`config.mk`:
```
export PLATFORM = sky130hd
export DESIGN_NAME = timer16_waveform
export DESIGN_NICKNAME = d
export VERILOG_FILES = /design/src/verilog/timer16_pkg.sv /design/src/verilog/timer16_prescaler.sv /design/src/verilog/timer16_top_select.sv /design/src/verilog/timer16_waveform.sv
export SDC_FILE = /design/constraint.sdc
export NUM_CORES = 1
export LEC_CHECK = 0
export BUFFER_PORTS_ARGS = -buffer_cell sky130_fd_sc_hd__buf_2
export CAP_MARGIN = 25
export CORE_ASPECT_RATIO = 1.75
export CORE_MARGIN = 2
export CORE_UTILIZATION = 45
export DETAILED_ROUTE_END_ITERATION = 8
export HOLD_SLACK_MARGIN = 0.12
export REMOVE_ABC_BUFFERS = 1
export SLEW_MARGIN = 20
export SYNTH_ARGS = -nofsm -noshare
export SYNTH_HDL_FRONTEND = slang
export SYNTH_SLANG_ARGS = --single-unit
```
`constraint.sdc`:
```
create_clock -name pclk -period 7.5 [get_ports pclk]
set_clock_uncertainty 0.2 [all_clocks]
set_input_delay 0.375 -clock pclk [delete_from_list [all_inputs] [get_ports pclk]]
set_output_delay 0.375 -clock pclk [all_outputs]
set_load 0.05 [all_outputs]
```
`src/verilog/timer16_pkg.sv`:
```
package timer16_pkg;

  // Register offsets (byte addresses)
  localparam logic [11:0] OFF_CONTROL = 12'h000;
  localparam logic [11:0] OFF_COMPARE_A = 12'h004;
  localparam logic [11:0] OFF_CAPTURE_TOP = 12'h008;
  localparam logic [11:0] OFF_COUNTER = 12'h00C;
  localparam logic [11:0] OFF_FLAGS = 12'h010;
  localparam logic [11:0] OFF_ACTIVE_A = 12'h014;

  // Control register fields
  localparam int CTL_MODE_LSB = 0;
  localparam int CTL_ACTION_LSB = 4;
  localparam int CTL_PRESC_LSB = 8;
  localparam int CTL_DIR_BIT = 12;

  // Flags register bit positions
  localparam int FLG_OVERFLOW = 0;
  localparam int FLG_COMPARE_A = 1;
  localparam int FLG_CAPTURE = 2;

  // Waveform mode encodings
  localparam logic [3:0] MODE_NORMAL = 4'h0;
  localparam logic [3:0] MODE_PC8 = 4'h1;
  localparam logic [3:0] MODE_PC9 = 4'h2;
  localparam logic [3:0] MODE_PC10 = 4'h3;
  localparam logic [3:0] MODE_CTC_A = 4'h4;
  localparam logic [3:0] MODE_FAST8 = 4'h5;
  localparam logic [3:0] MODE_FAST9 = 4'h6;
  localparam logic [3:0] MODE_FAST10 = 4'h7;
  localparam logic [3:0] MODE_PC_CAP = 4'hA;
  localparam logic [3:0] MODE_PC_A = 4'hB;
  localparam logic [3:0] MODE_CTC_CAP = 4'hC;
  localparam logic [3:0] MODE_FAST_CAP = 4'hE;
  localparam logic [3:0] MODE_FAST_A = 4'hF;

  // Output actions
  localparam logic [1:0] ACT_NONE = 2'h0;
  localparam logic [1:0] ACT_TOGGLE = 2'h1;
  localparam logic [1:0] ACT_NONINV = 2'h2;
  localparam logic [1:0] ACT_INV = 2'h3;

  // Fixed TOP values and limits
  localparam logic [15:0] TOP_8BIT = 16'h00FF;
  localparam logic [15:0] TOP_9BIT = 16'h01FF;
  localparam logic [15:0] TOP_10BIT = 16'h03FF;
  localparam logic [15:0] COUNT_MAX = 16'hFFFF;
  localparam logic [15:0] BOTTOM = 16'h0000;

  // Prescaler select codes and divide ratios
  localparam logic [2:0] PRE_STOP = 3'h0;
  localparam logic [2:0] PRE_DIV1 = 3'h1;
  localparam logic [2:0] PRE_DIV8 = 3'h2;
  localparam logic [2:0] PRE_DIV64 = 3'h3;
  localparam logic [2:0] PRE_DIV256 = 3'h4;
  localparam logic [2:0] PRE_DIV1024 = 3'h5;
  localparam int DIV8 = 8;
  localparam int DIV64 = 64;
  localparam int DIV256 = 256;
  localparam int DIV1024 = 1024;

  // Reset values
  localparam logic [31:0] CONTROL_RESET = 32'h0000_0000;
  localparam logic [15:0] VALUE_RESET = 16'h0000;

  typedef enum logic [1:0] {
    DIR_UP = 2'b00,
    DIR_DOWN = 2'b01
  } count_dir_t;

endpackage : timer16_pkg

```
`src/verilog/timer16_prescaler.sv`:
```
`timescale 1ns/10ps
module timer16_prescaler (
  // Clock and reset
  input wire logic pclk,
  input wire logic presetn,
  // Divide select
  input wire logic [2:0] presc_sel,
  // Timer clock enable
  output logic tick
);

  logic [9:0] div_count;

  always_ff @(posedge pclk or negedge presetn) begin
    if (!presetn) begin
      div_count <= 10'h000;
    end else begin
      div_count <= div_count + 10'h001;
    end
  end

  // One enable per divided period
  always_comb begin
    case (presc_sel)
      timer16_pkg::PRE_DIV1: tick = 1'b1;
      timer16_pkg::PRE_DIV8:
        tick = div_count[2:0] == 3'(timer16_pkg::DIV8 - 1);
      timer16_pkg::PRE_DIV64:
        tick = div_count[5:0] == 6'(timer16_pkg::DIV64 - 1);
      timer16_pkg::PRE_DIV256:
        tick = div_count[7:0] == 8'(timer16_pkg::DIV256 - 1);
      timer16_pkg::PRE_DIV1024:
        tick = div_count == 10'(timer16_pkg::DIV1024 - 1);
      default: tick = 1'b0;
    endcase
  end

endmodule : timer16_prescaler

```
`src/verilog/timer16_top_select.sv`:
```
`timescale 1ns/10ps
module timer16_top_select (
  // Mode and TOP sources
  input wire logic [3:0] mode,
  input wire logic [15:0] compare_a_value,
  input wire logic [15:0] capture_top_value,
  // Selected TOP and mode class
  output logic [15:0] top,
  output logic is_ctc,
  output logic is_fast,
  output logic is_pc,
  output logic top_is_a,
  output logic top_is_cap,
  output logic [15:0] fixed_mask
);

  always_comb begin
    top = timer16_pkg::COUNT_MAX;
    is_ctc = 1'b0;
    is_fast = 1'b0;
    is_pc = 1'b0;
    top_is_a = 1'b0;
    top_is_cap = 1'b0;
    fixed_mask = timer16_pkg::COUNT_MAX;
    case (mode)
      timer16_pkg::MODE_CTC_A: begin
        is_ctc = 1'b1;
        top_is_a = 1'b1;
      end
      timer16_pkg::MODE_CTC_CAP: begin
        is_ctc = 1'b1;
        top_is_cap = 1'b1;
      end
      timer16_pkg::MODE_FAST8, timer16_pkg::MODE_PC8: begin
        fixed_mask = timer16_pkg::TOP_8BIT;
      end
      timer16_pkg::MODE_FAST9, timer16_pkg::MODE_PC9: begin
        fixed_mask = timer16_pkg::TOP_9BIT;
      end
      timer16_pkg::MODE_FAST10, timer16_pkg::MODE_PC10: begin
        fixed_mask = timer16_pkg::TOP_10BIT;
      end
      timer16_pkg::MODE_FAST_CAP, timer16_pkg::MODE_PC_CAP: begin
        top_is_cap = 1'b1;
      end
      timer16_pkg::MODE_FAST_A, timer16_pkg::MODE_PC_A: begin
        top_is_a = 1'b1;
      end
      default: begin
      end
    endcase
    case (mode)
      timer16_pkg::MODE_FAST8, timer16_pkg::MODE_FAST9,
      timer16_pkg::MODE_FAST10, timer16_pkg::MODE_FAST_CAP,
      timer16_pkg::MODE_FAST_A: is_fast = 1'b1;
      timer16_pkg::MODE_PC8, timer16_pkg::MODE_PC9,
      timer16_pkg::MODE_PC10, timer16_pkg::MODE_PC_CAP,
      timer16_pkg::MODE_PC_A: is_pc = 1'b1;
      default: begin
      end
    endcase
    if (top_is_a) begin
      top = compare_a_value;
    end else if (top_is_cap) begin
      top = capture_top_value;
    end else if (is_fast || is_pc) begin
      top = fixed_mask;
    end
  end

endmodule : timer16_top_select

```
`src/verilog/timer16_waveform.sv`:
```
// Notes on behaviour
// - Mode 4 is clear-on-match with compare A TOP; 12 uses capture TOP.
// - Clear-on-match counts up to selected TOP, then returns to zero.
// - Clear-on-match sets compare A or capture flag at TOP.
// - Clear-on-match TOP unbuffered; TOP below count wraps via 0xFFFF first.
// - Clear-on-match action 1 toggles output A on each match.
// - Output A reaches pin only when its direction bit is output.
// - Clear-on-match sets overflow when count passes max to zero.
// - Modes 5,6,7,14,15 are fast PWM, counting BOTTOM to TOP.
// - Fast PWM TOP fixed, capture or compare A; clears cycle after TOP.
// - Fast PWM action 2 clears on match, sets at BOTTOM; 3 inverts.
// - Fast PWM sets overflow at TOP, plus the TOP register flag.
// - PWM compare A writes buffered; active loads at TOP.
// - Capture TOP unbuffered; below count wraps via 0xFFFF.
// - Fixed-TOP modes mask compare writes above the resolution.
// - Fast PWM compare zero spikes; compare equal TOP gives constant level.
// - Fast mode 15 with action 1 toggles A at 50% duty.
// - Modes 1,2,3,10,11 are phase-correct, counting up then down.
// - Phase-correct TOP fixed, capture or compare A; holds TOP one tick.
// - Phase-correct: clear on up match, set on down match; flag set.
// - Phase-correct overflow at BOTTOM; buffers load at TOP with TOP flag.
// - Counter advances only on prescaled enables: 1,8,64,256,1024.
// - Action 0 leaves the output register unchanged.
`timescale 1ns/10ps
module timer16_waveform (
  // Clock and reset
  input wire logic pclk,
  input wire logic presetn,
  // APB slave
  input wire logic psel,
  input wire logic penable,
  input wire logic pwrite,
  input wire logic [11:0] paddr,
  input wire logic [31:0] pwdata,
  output logic [31:0] prdata,
  output logic pready,
  output logic pslverr,
  // Port pin for channel A
  output logic wave_out_a,
  output logic wave_out_a_oe
);

  logic [31:0] control;
  logic [15:0] compare_a_buffer;
  logic [15:0] compare_a_value;
  logic [15:0] capture_top_value;
  logic [15:0] counter_value;
  logic overflow_flag;
  logic compare_a_flag;
  logic capture_flag;
  logic wave_a;
  timer16_pkg::count_dir_t dir;

  logic [3:0] waveform_mode_sel;
  logic [1:0] output_action_sel_a;
  logic [2:0] presc_sel;
  logic pin_dir_out_a;
  logic tick;
  logic [15:0] top;
  logic is_ctc;
  logic is_fast;
  logic is_pc;
  logic top_is_a;
  logic top_is_cap;
  logic [15:0] fixed_mask;
  logic access;
  logic wr;
  logic flag_wr;
  logic cnt_wr;
  logic at_top;
  logic match_a;
  logic [15:0] next_counter;
  logic next_dir_down;
  logic ctl_wr;
  logic cmp_wr;
  logic cap_wr;
  logic pwm_mode;
  logic top_tick;
  logic bottom_tick;
  logic max_tick;
  logic match_tick;
  logic match_down;

  assign waveform_mode_sel = control[timer16_pkg::CTL_MODE_LSB +: 4];
  assign output_action_sel_a = control[timer16_pkg::CTL_ACTION_LSB +: 2];
  assign presc_sel = control[timer16_pkg::CTL_PRESC_LSB +: 3];
  assign pin_dir_out_a = control[timer16_pkg::CTL_DIR_BIT];

  timer16_prescaler u_presc (
    .pclk(pclk),
    .presetn(presetn),
    .presc_sel(presc_sel),
    .tick(tick)
  );

  timer16_top_select u_top (
    .mode(waveform_mode_sel),
    .compare_a_value(compare_a_value),
    .capture_top_value(capture_top_value),
    .top(top),
    .is_ctc(is_ctc),
    .is_fast(is_fast),
    .is_pc(is_pc),
    .top_is_a(top_is_a),
    .top_is_cap(top_is_cap),
    .fixed_mask(fixed_mask)
  );

  // Single-cycle access phase, no wait states
  assign access = psel && penable;
  assign wr = access && pwrite;
  assign flag_wr = wr && paddr == timer16_pkg::OFF_FLAGS;
  assign cnt_wr = wr && paddr == timer16_pkg::OFF_COUNTER;
  assign at_top = counter_value == top;
  assign match_a = counter_value == compare_a_value;
  assign ctl_wr = wr && paddr == timer16_pkg::OFF_CONTROL;
  assign cmp_wr = wr && paddr == timer16_pkg::OFF_COMPARE_A;
  assign cap_wr = wr && paddr == timer16_pkg::OFF_CAPTURE_TOP;

  // Timer events, each valid only on a tick
  assign pwm_mode = is_fast || is_pc;
  assign top_tick = tick && at_top;
  assign bottom_tick = tick && counter_value == timer16_pkg::BOTTOM;
  assign max_tick = tick && counter_value == timer16_pkg::COUNT_MAX;
  assign match_tick = tick && match_a;
  // Match while falling; the TOP cycle still counts as rising
  assign match_down = dir == timer16_pkg::DIR_DOWN && !at_top;

  // Next count and direction on a timer tick
  always_comb begin
    next_counter = counter_value + 16'h0001;
    next_dir_down = 1'b0;
    if (is_ctc || is_fast) begin
      if (at_top) begin
        next_counter = timer16_pkg::BOTTOM;
      end
    end else if (is_pc) begin
      next_dir_down = dir == timer16_pkg::DIR_DOWN;
      if (at_top) begin
        next_dir_down = 1'b1;
        next_counter = counter_value - 16'h0001;
      end else if (counter_value == timer16_pkg::BOTTOM) begin
        // Stale down state after a counter load turns at zero
        next_dir_down = 1'b0;
      end else if (next_dir_down) begin
        next_counter = counter_value - 16'h0001;
        if (counter_value == 16'h0001) begin
          next_dir_down = 1'b0;
        end
      end
    end
  end

  always_ff @(posedge pclk or negedge presetn) begin
    if (!presetn) begin
      pready <= 1'b0;
      pslverr <= 1'b0;
    end else begin
      pready <= 1'b1;
      pslverr <= 1'b0;
    end
  end

  always_ff @(posedge pclk or negedge presetn) begin
    if (!presetn) begin
      control <= timer16_pkg::CONTROL_RESET;
    end else if (ctl_wr) begin
      control <= pwdata;
    end
  end

  always_ff @(posedge pclk or negedge presetn) begin
    if (!presetn) begin
      capture_top_value <= timer16_pkg::VALUE_RESET;
    end else if (cap_wr) begin
      capture_top_value <= pwdata[15:0];
    end
  end

  // Compare A buffer and active value
  always_ff @(posedge pclk or negedge presetn) begin
    if (!presetn) begin
      compare_a_buffer <= timer16_pkg::VALUE_RESET;
      compare_a_value <= timer16_pkg::VALUE_RESET;
    end else begin
      if (cmp_wr) begin
        compare_a_buffer <= pwdata[15:0] & fixed_mask;
      end
      // A write colliding with TOP loads the old buffer, not nothing
      if (pwm_mode && top_tick) begin
        compare_a_value <= compare_a_buffer;
      end else if (cmp_wr && !pwm_mode) begin
        compare_a_value <= pwdata[15:0] & fixed_mask;
      end
    end
  end

  always_ff @(posedge pclk or negedge presetn) begin
    if (!presetn) begin
      counter_value <= timer16_pkg::VALUE_RESET;
      dir <= timer16_pkg::DIR_UP;
    end else if (cnt_wr) begin
      counter_value <= pwdata[15:0];
    end else if (tick) begin
      counter_value <= next_counter;
      dir <= next_dir_down ? timer16_pkg::DIR_DOWN : timer16_pkg::DIR_UP;
    end
  end

  // Flags: hardware set wins over write-one-to-clear
  always_ff @(posedge pclk or negedge presetn) begin
    if (!presetn) begin
      overflow_flag <= 1'b0;
    end else if (is_fast && top_tick) begin
      overflow_flag <= 1'b1;
    end else if (is_pc && bottom_tick) begin
      overflow_flag <= 1'b1;
    end else if (!pwm_mode && max_tick) begin
      overflow_flag <= 1'b1;
    end else if (flag_wr && pwdata[timer16_pkg::FLG_OVERFLOW]) begin
      overflow_flag <= 1'b0;
    end
  end

  always_ff @(posedge pclk or negedge presetn) begin
    if (!presetn) begin
      compare_a_flag <= 1'b0;
    end else if (match_tick) begin
      compare_a_flag <= 1'b1;
    end else if (flag_wr && pwdata[timer16_pkg::FLG_COMPARE_A]) begin
      compare_a_flag <= 1'b0;
    end
  end

  always_ff @(posedge pclk or negedge presetn) begin
    if (!presetn) begin
      capture_flag <= 1'b0;
    end else if (top_is_cap && top_tick) begin
      capture_flag <= 1'b1;
    end else if (flag_wr && pwdata[timer16_pkg::FLG_CAPTURE]) begin
      capture_flag <= 1'b0;
    end
  end

  // Waveform register for channel A
  always_ff @(posedge pclk or negedge presetn) begin
    if (!presetn) begin
      wave_a <= 1'b0;
    end else if (tick) begin
      case (output_action_sel_a)
        timer16_pkg::ACT_TOGGLE: begin
          if (match_a && (is_ctc || waveform_mode_sel
                          == timer16_pkg::MODE_FAST_A
                          || waveform_mode_sel == timer16_pkg::MODE_PC_A
                          || !(is_fast || is_pc))) begin
            wave_a <= !wave_a;
          end
        end
        timer16_pkg::ACT_NONINV, timer16_pkg::ACT_INV: begin
          if (is_fast) begin
            // Match outranks TOP so compare equal TOP is constant
            if (match_a) begin
              wave_a <= output_action_sel_a == timer16_pkg::ACT_INV;
            end else if (at_top) begin
              wave_a <= output_action_sel_a == timer16_pkg::ACT_NONINV;
            end
          end else if (is_pc) begin
            if (match_a) begin
              wave_a <= match_down
                        ^ (output_action_sel_a == timer16_pkg::ACT_INV);
            end
          end else if (match_a) begin
            wave_a <= output_action_sel_a == timer16_pkg::ACT_INV;
          end
        end
        default: begin
          wave_a <= wave_a;
        end
      endcase
    end
  end

  // Pin drive
  always_ff @(posedge pclk or negedge presetn) begin
    if (!presetn) begin
      wave_out_a <= 1'b0;
      wave_out_a_oe <= 1'b0;
    end else begin
      wave_out_a <= pin_dir_out_a ? wave_a : 1'b0;
      wave_out_a_oe <= pin_dir_out_a;
    end
  end

  // Read data
  always_ff @(posedge pclk or negedge presetn) begin
    if (!presetn) begin
      prdata <= 32'h0000_0000;
    end else if (psel && !penable && !pwrite) begin
      case (paddr)
        timer16_pkg::OFF_CONTROL: prdata <= {16'h0000, control[15:0]};
        timer16_pkg::OFF_COMPARE_A: prdata <= {16'h0000, compare_a_buffer};
        timer16_pkg::OFF_CAPTURE_TOP: prdata <= {16'h0000, capture_top_value};
        timer16_pkg::OFF_COUNTER: prdata <= {16'h0000, counter_value};
        timer16_pkg::OFF_FLAGS:
          prdata <= {29'h0, capture_flag, compare_a_flag,
                     overflow_flag};
        timer16_pkg::OFF_ACTIVE_A: prdata <= {16'h0000, compare_a_value};
        default: prdata <= 32'h0000_0000;
      endcase
    end
  end

endmodule : timer16_waveform

```
==> flow_metrics.tcl <==
set metrics [dict create \
    cts_setup_buffers 0 \
    end_kind "flop" \
    drt_iter0_markers 542 \
    die_x_um 101 \
    syn_to_final_growth_pct 14.8 \
    synthTopCellsByCount "nand2_1, dfrtp_1, o21ai_0" \
    syn-cell-area_um2 7350 \
    synthTopCellsByArea "dfrtp_1, mux2_2, nand2_1" \
    outcome "completed" \
    p_leak_nw 3.88 \
    synth-simple-area-share 0.210 \
    insertion_delay_ns 0.42 \
    synth-edff-count 0 \
    yosysSeqAreaShare 0.388 \
    min_path_type "reg -> reg" \
    switchingPower_mw 0.397 \
    slew_viol_final 0 \
    cts_buffer_depth 2 \
    core_region_area_um2 16000 \
    worstMarginPinSlew_ns 1.04 \
    vias_per_cell 6.22 \
    drive_above_1_share 0.195 \
    overflow 0 \
    path_cells "nor2b_1 -> nor3_1 -> a221oi_2 -> xnor2_1 -> a2111o_1 -> nor4_4 -> nand2_2 -> nor2_2 -> buf_8 -> or3b_2 -> nand2_1" \
    grt_first_pass_wirelength_mm 36.6 \
    synth_most_common_cell "nand2_1" \
    ir_drop_mv 0.157 \
    rows 61 \
    p_seq_frac 0.398 \
    critical_path_class "reg -> reg" \
    p_sw_frac 0.254 \
    initial_core_util 0.461 \
    antenna_found_initial 0 \
    synth_area_leader_cell "dfrtp_1" \
    yosys_warnings 0 \
    h-tree-depth 4 \
    required_ns 7.60 \
    rsz0062_at_grt "false" \
    vias 6741 \
    top_level_ports 85 \
    cp_slowest_stage_delay_ns 0.74 \
    relSlewSlack 0.310 \
    num-nets-final 936 \
    cts_tree "yes" \
    synthMuxAreaShare 0.104 \
    crit_path_start_kind "flop" \
    fillCellCount 1505 \
    ys_types 72 \
    io_buffers 51 \
    ys_async_sr_fraction 1.00 \
    track_usage 0.276 \
    syn_inst 843 \
    synthAdderAreaFrac 0.0102 \
    dpl.hpwl_mm 16.4 \
    power_density_nw_per_um2 186 \
    fmax_ghz 0.226 \
    avgRoutedWirePerCell_um 21.7 \
    timing.final.crit_share 0.591 \
    drc 0 \
    p_int_mw 1.17 \
    critical_path_arrival_ns 4.53 \
    path_clk_slew_ns 0.06 \
    antenna_left 0 \
    worstPathMaxFanout 20 \
    clockRootBuffer "clkbuf_16" \
    period_minus_slack_ns 4.43 \
    ys_ff_latch 114 \
    diodes 0 \
    synth_compound_area_frac 0.185 \
    maxCapViolCount 0 \
    grt_pass1_vias 6541 \
    drt_pass1_iterations 5 \
    synth_top_family_by_area "simple AND/OR/NAND/NOR gates" \
    cp_num_buf_inv 1 \
    synthXorXnorAreaFrac 0.0405 \
    die-height_um 173 \
    pwr-share-clk 0.538 \
    report.final.hold_viol_count 0 \
    die-area_um2 17400 \
    clock_sinks 114 \
    critPathTopFamily "simple AND/OR/NAND/NOR gates" \
    crit_slowest_cell "dfrtp_1" \
    whs_ns 0.249 \
    cts_buffers 17 \
    fin_tns_setup_ns 0 \
    synthFlopType "dfrtp_1" \
    setup_viol 0 \
    gp_congestion 0.979 \
    avgSynthCellArea_um2 8.72 \
    grt_max_degree 78 \
    combPwrFrac 0.064 \
    wl_mm 23.5 \
    synth_top_area_share 0.388 \
]
-- stage by stage --
| stage | worst slack, ns | cells | util | power, mW | area [um^2] |
|---|---|---|---|---|---|
| after CTS | 3.14 | 1083 | 0.529 | 1.58 | 8430 |
| after detailed placement | 3.16 | 1034 | 0.480 | 0.728 | 7650 |
| after floorplan | 3.42 | 780 | - | 0.676 | 7030 |
| after global routing | 2.82 | 1083 | 0.529 | 1.62 | 8440 |
| after global placement | 2.87 | 1033 | 0.479 | 0.727 | 7640 |
| final | 3.07 | 1083 | 0.529 | 1.57 | 8440 |
-- cell families (layout without fill, tap and decap cells) --
family | after synthesis | after routing
XOR/XNOR | 34 | 34
AND/OR/NAND/NOR | 320 | 320
buffers and inverters | 98 | 133
multiplexers | 70 | 70
AO/OA/AOI/OAI | 199 | 199
other | 2 | 18
flip-flops | 114 | 114
adder cells (fa/ha/maj) | 6 | 6
-- area by class of cell --
cell class / instances / area [um^2] / share of cell area
Multi-Input combinational cell: 647 / 4130 / 0.489
Sequential cell: 114 / 2850 / 0.338
Timing Repair Buffer: 82 / 544 / 0.0645
Clock buffer: 17 / 425 / 0.0504
Tap cell: 189 / 236 / 0.0280
Clock inverter: 15 / 183 / 0.0216
Inverter: 19 / 71.3 / 0.00845
-- path summary, 6_finish.rpt --
path / from / to / slack, ns / depth (start not counted)
worst max-delay path: control[3] / compare_a_value[14] / 3.07 / 11
worst min-delay path: control[12] / wave_out_a_oe / 0.25 / 0
worst max register to register: control[3] / compare_a_value[14] / 3.07 / 11
worst min register to register: control[12] / wave_out_a_oe / 0.25 / 0
max in group asynchronous: presetn / counter_value[6] / 5.71 / 3
min in group asynchronous: presetn / counter_value[8] / 0.28 / 2
-- routing by layer --
layer	vias to the layer above	global-route usage	wire, um
li1	3093	-	-
met5	-	0	0
met2	265	0.469	12000
met1	3308	0.320	9040
met3	75	0.0376	984
met4	0	0.171	1490
-- flip-flops by register name, summed over array words and instances, names as in the netlist --
name / flops
compare_a_flag: 1
compare_a_buffer: 16
wave_a: 1
control: 16
overflow_flag: 1
u_presc.div_count: 10
wave_out_a_oe: 1
prdata: 16
pready: 1
wave_out_a: 1
dir: 1
compare_a_value: 16
counter_value: 16
capture_top_value: 16
capture_flag: 1
-- worst reg2reg max path, stage by stage (launching register included) --
cell      delay, ns
dfrtp_1        0.74
nor2b_1        0.20
nor3_1         0.67
a221oi_2       0.08
xnor2_1        0.16
a2111o_1       0.43
nor4_4         0.68
nand2_2        0.17
nor2_2         0.53
buf_8          0.26
or3b_2         0.14
nand2_1        0.05
-- cell usage in the layout, fill, tap and decap left out, types with 9 or more instances in the layout --
master,instances
xnor2_1,18
clkbuf_16,17
mux2i_1,21
o21ai_0,54
conb_1,18
nand3_1,37
nand2_1,131
mux2_2,48
dlygate4sd3_1,17
or3b_2,13
a21oi_1,29
nor2_1,50
a22oi_1,30
buf_2,50
nor3_1,22
xor2_1,16
inv_1,18
buf_4,13
nand4_1,9
dfrtp_1,114
-- power by group through the flow --
stage | combinational (mW) | clock [mW] | sequential (mW)
final | 0.100 | 0.843 | 0.624
after global routing | 0.110 | 0.888 | 0.624
after CTS | 0.101 | 0.854 | 0.624
after detailed placement | 0.0938 | 0 | 0.635
after global placement | 0.0921 | 0 | 0.635
after floorplan | 0.0428 | 0 | 0.633
-- timing repair --
action | 4_1_cts | 5_1_grt
hold buffers | 17 | 0
hold endpoints to repair | 103 | 0
resized for setup | 0 | 0
Note: power is estimated with default switching activity, not from simulation.
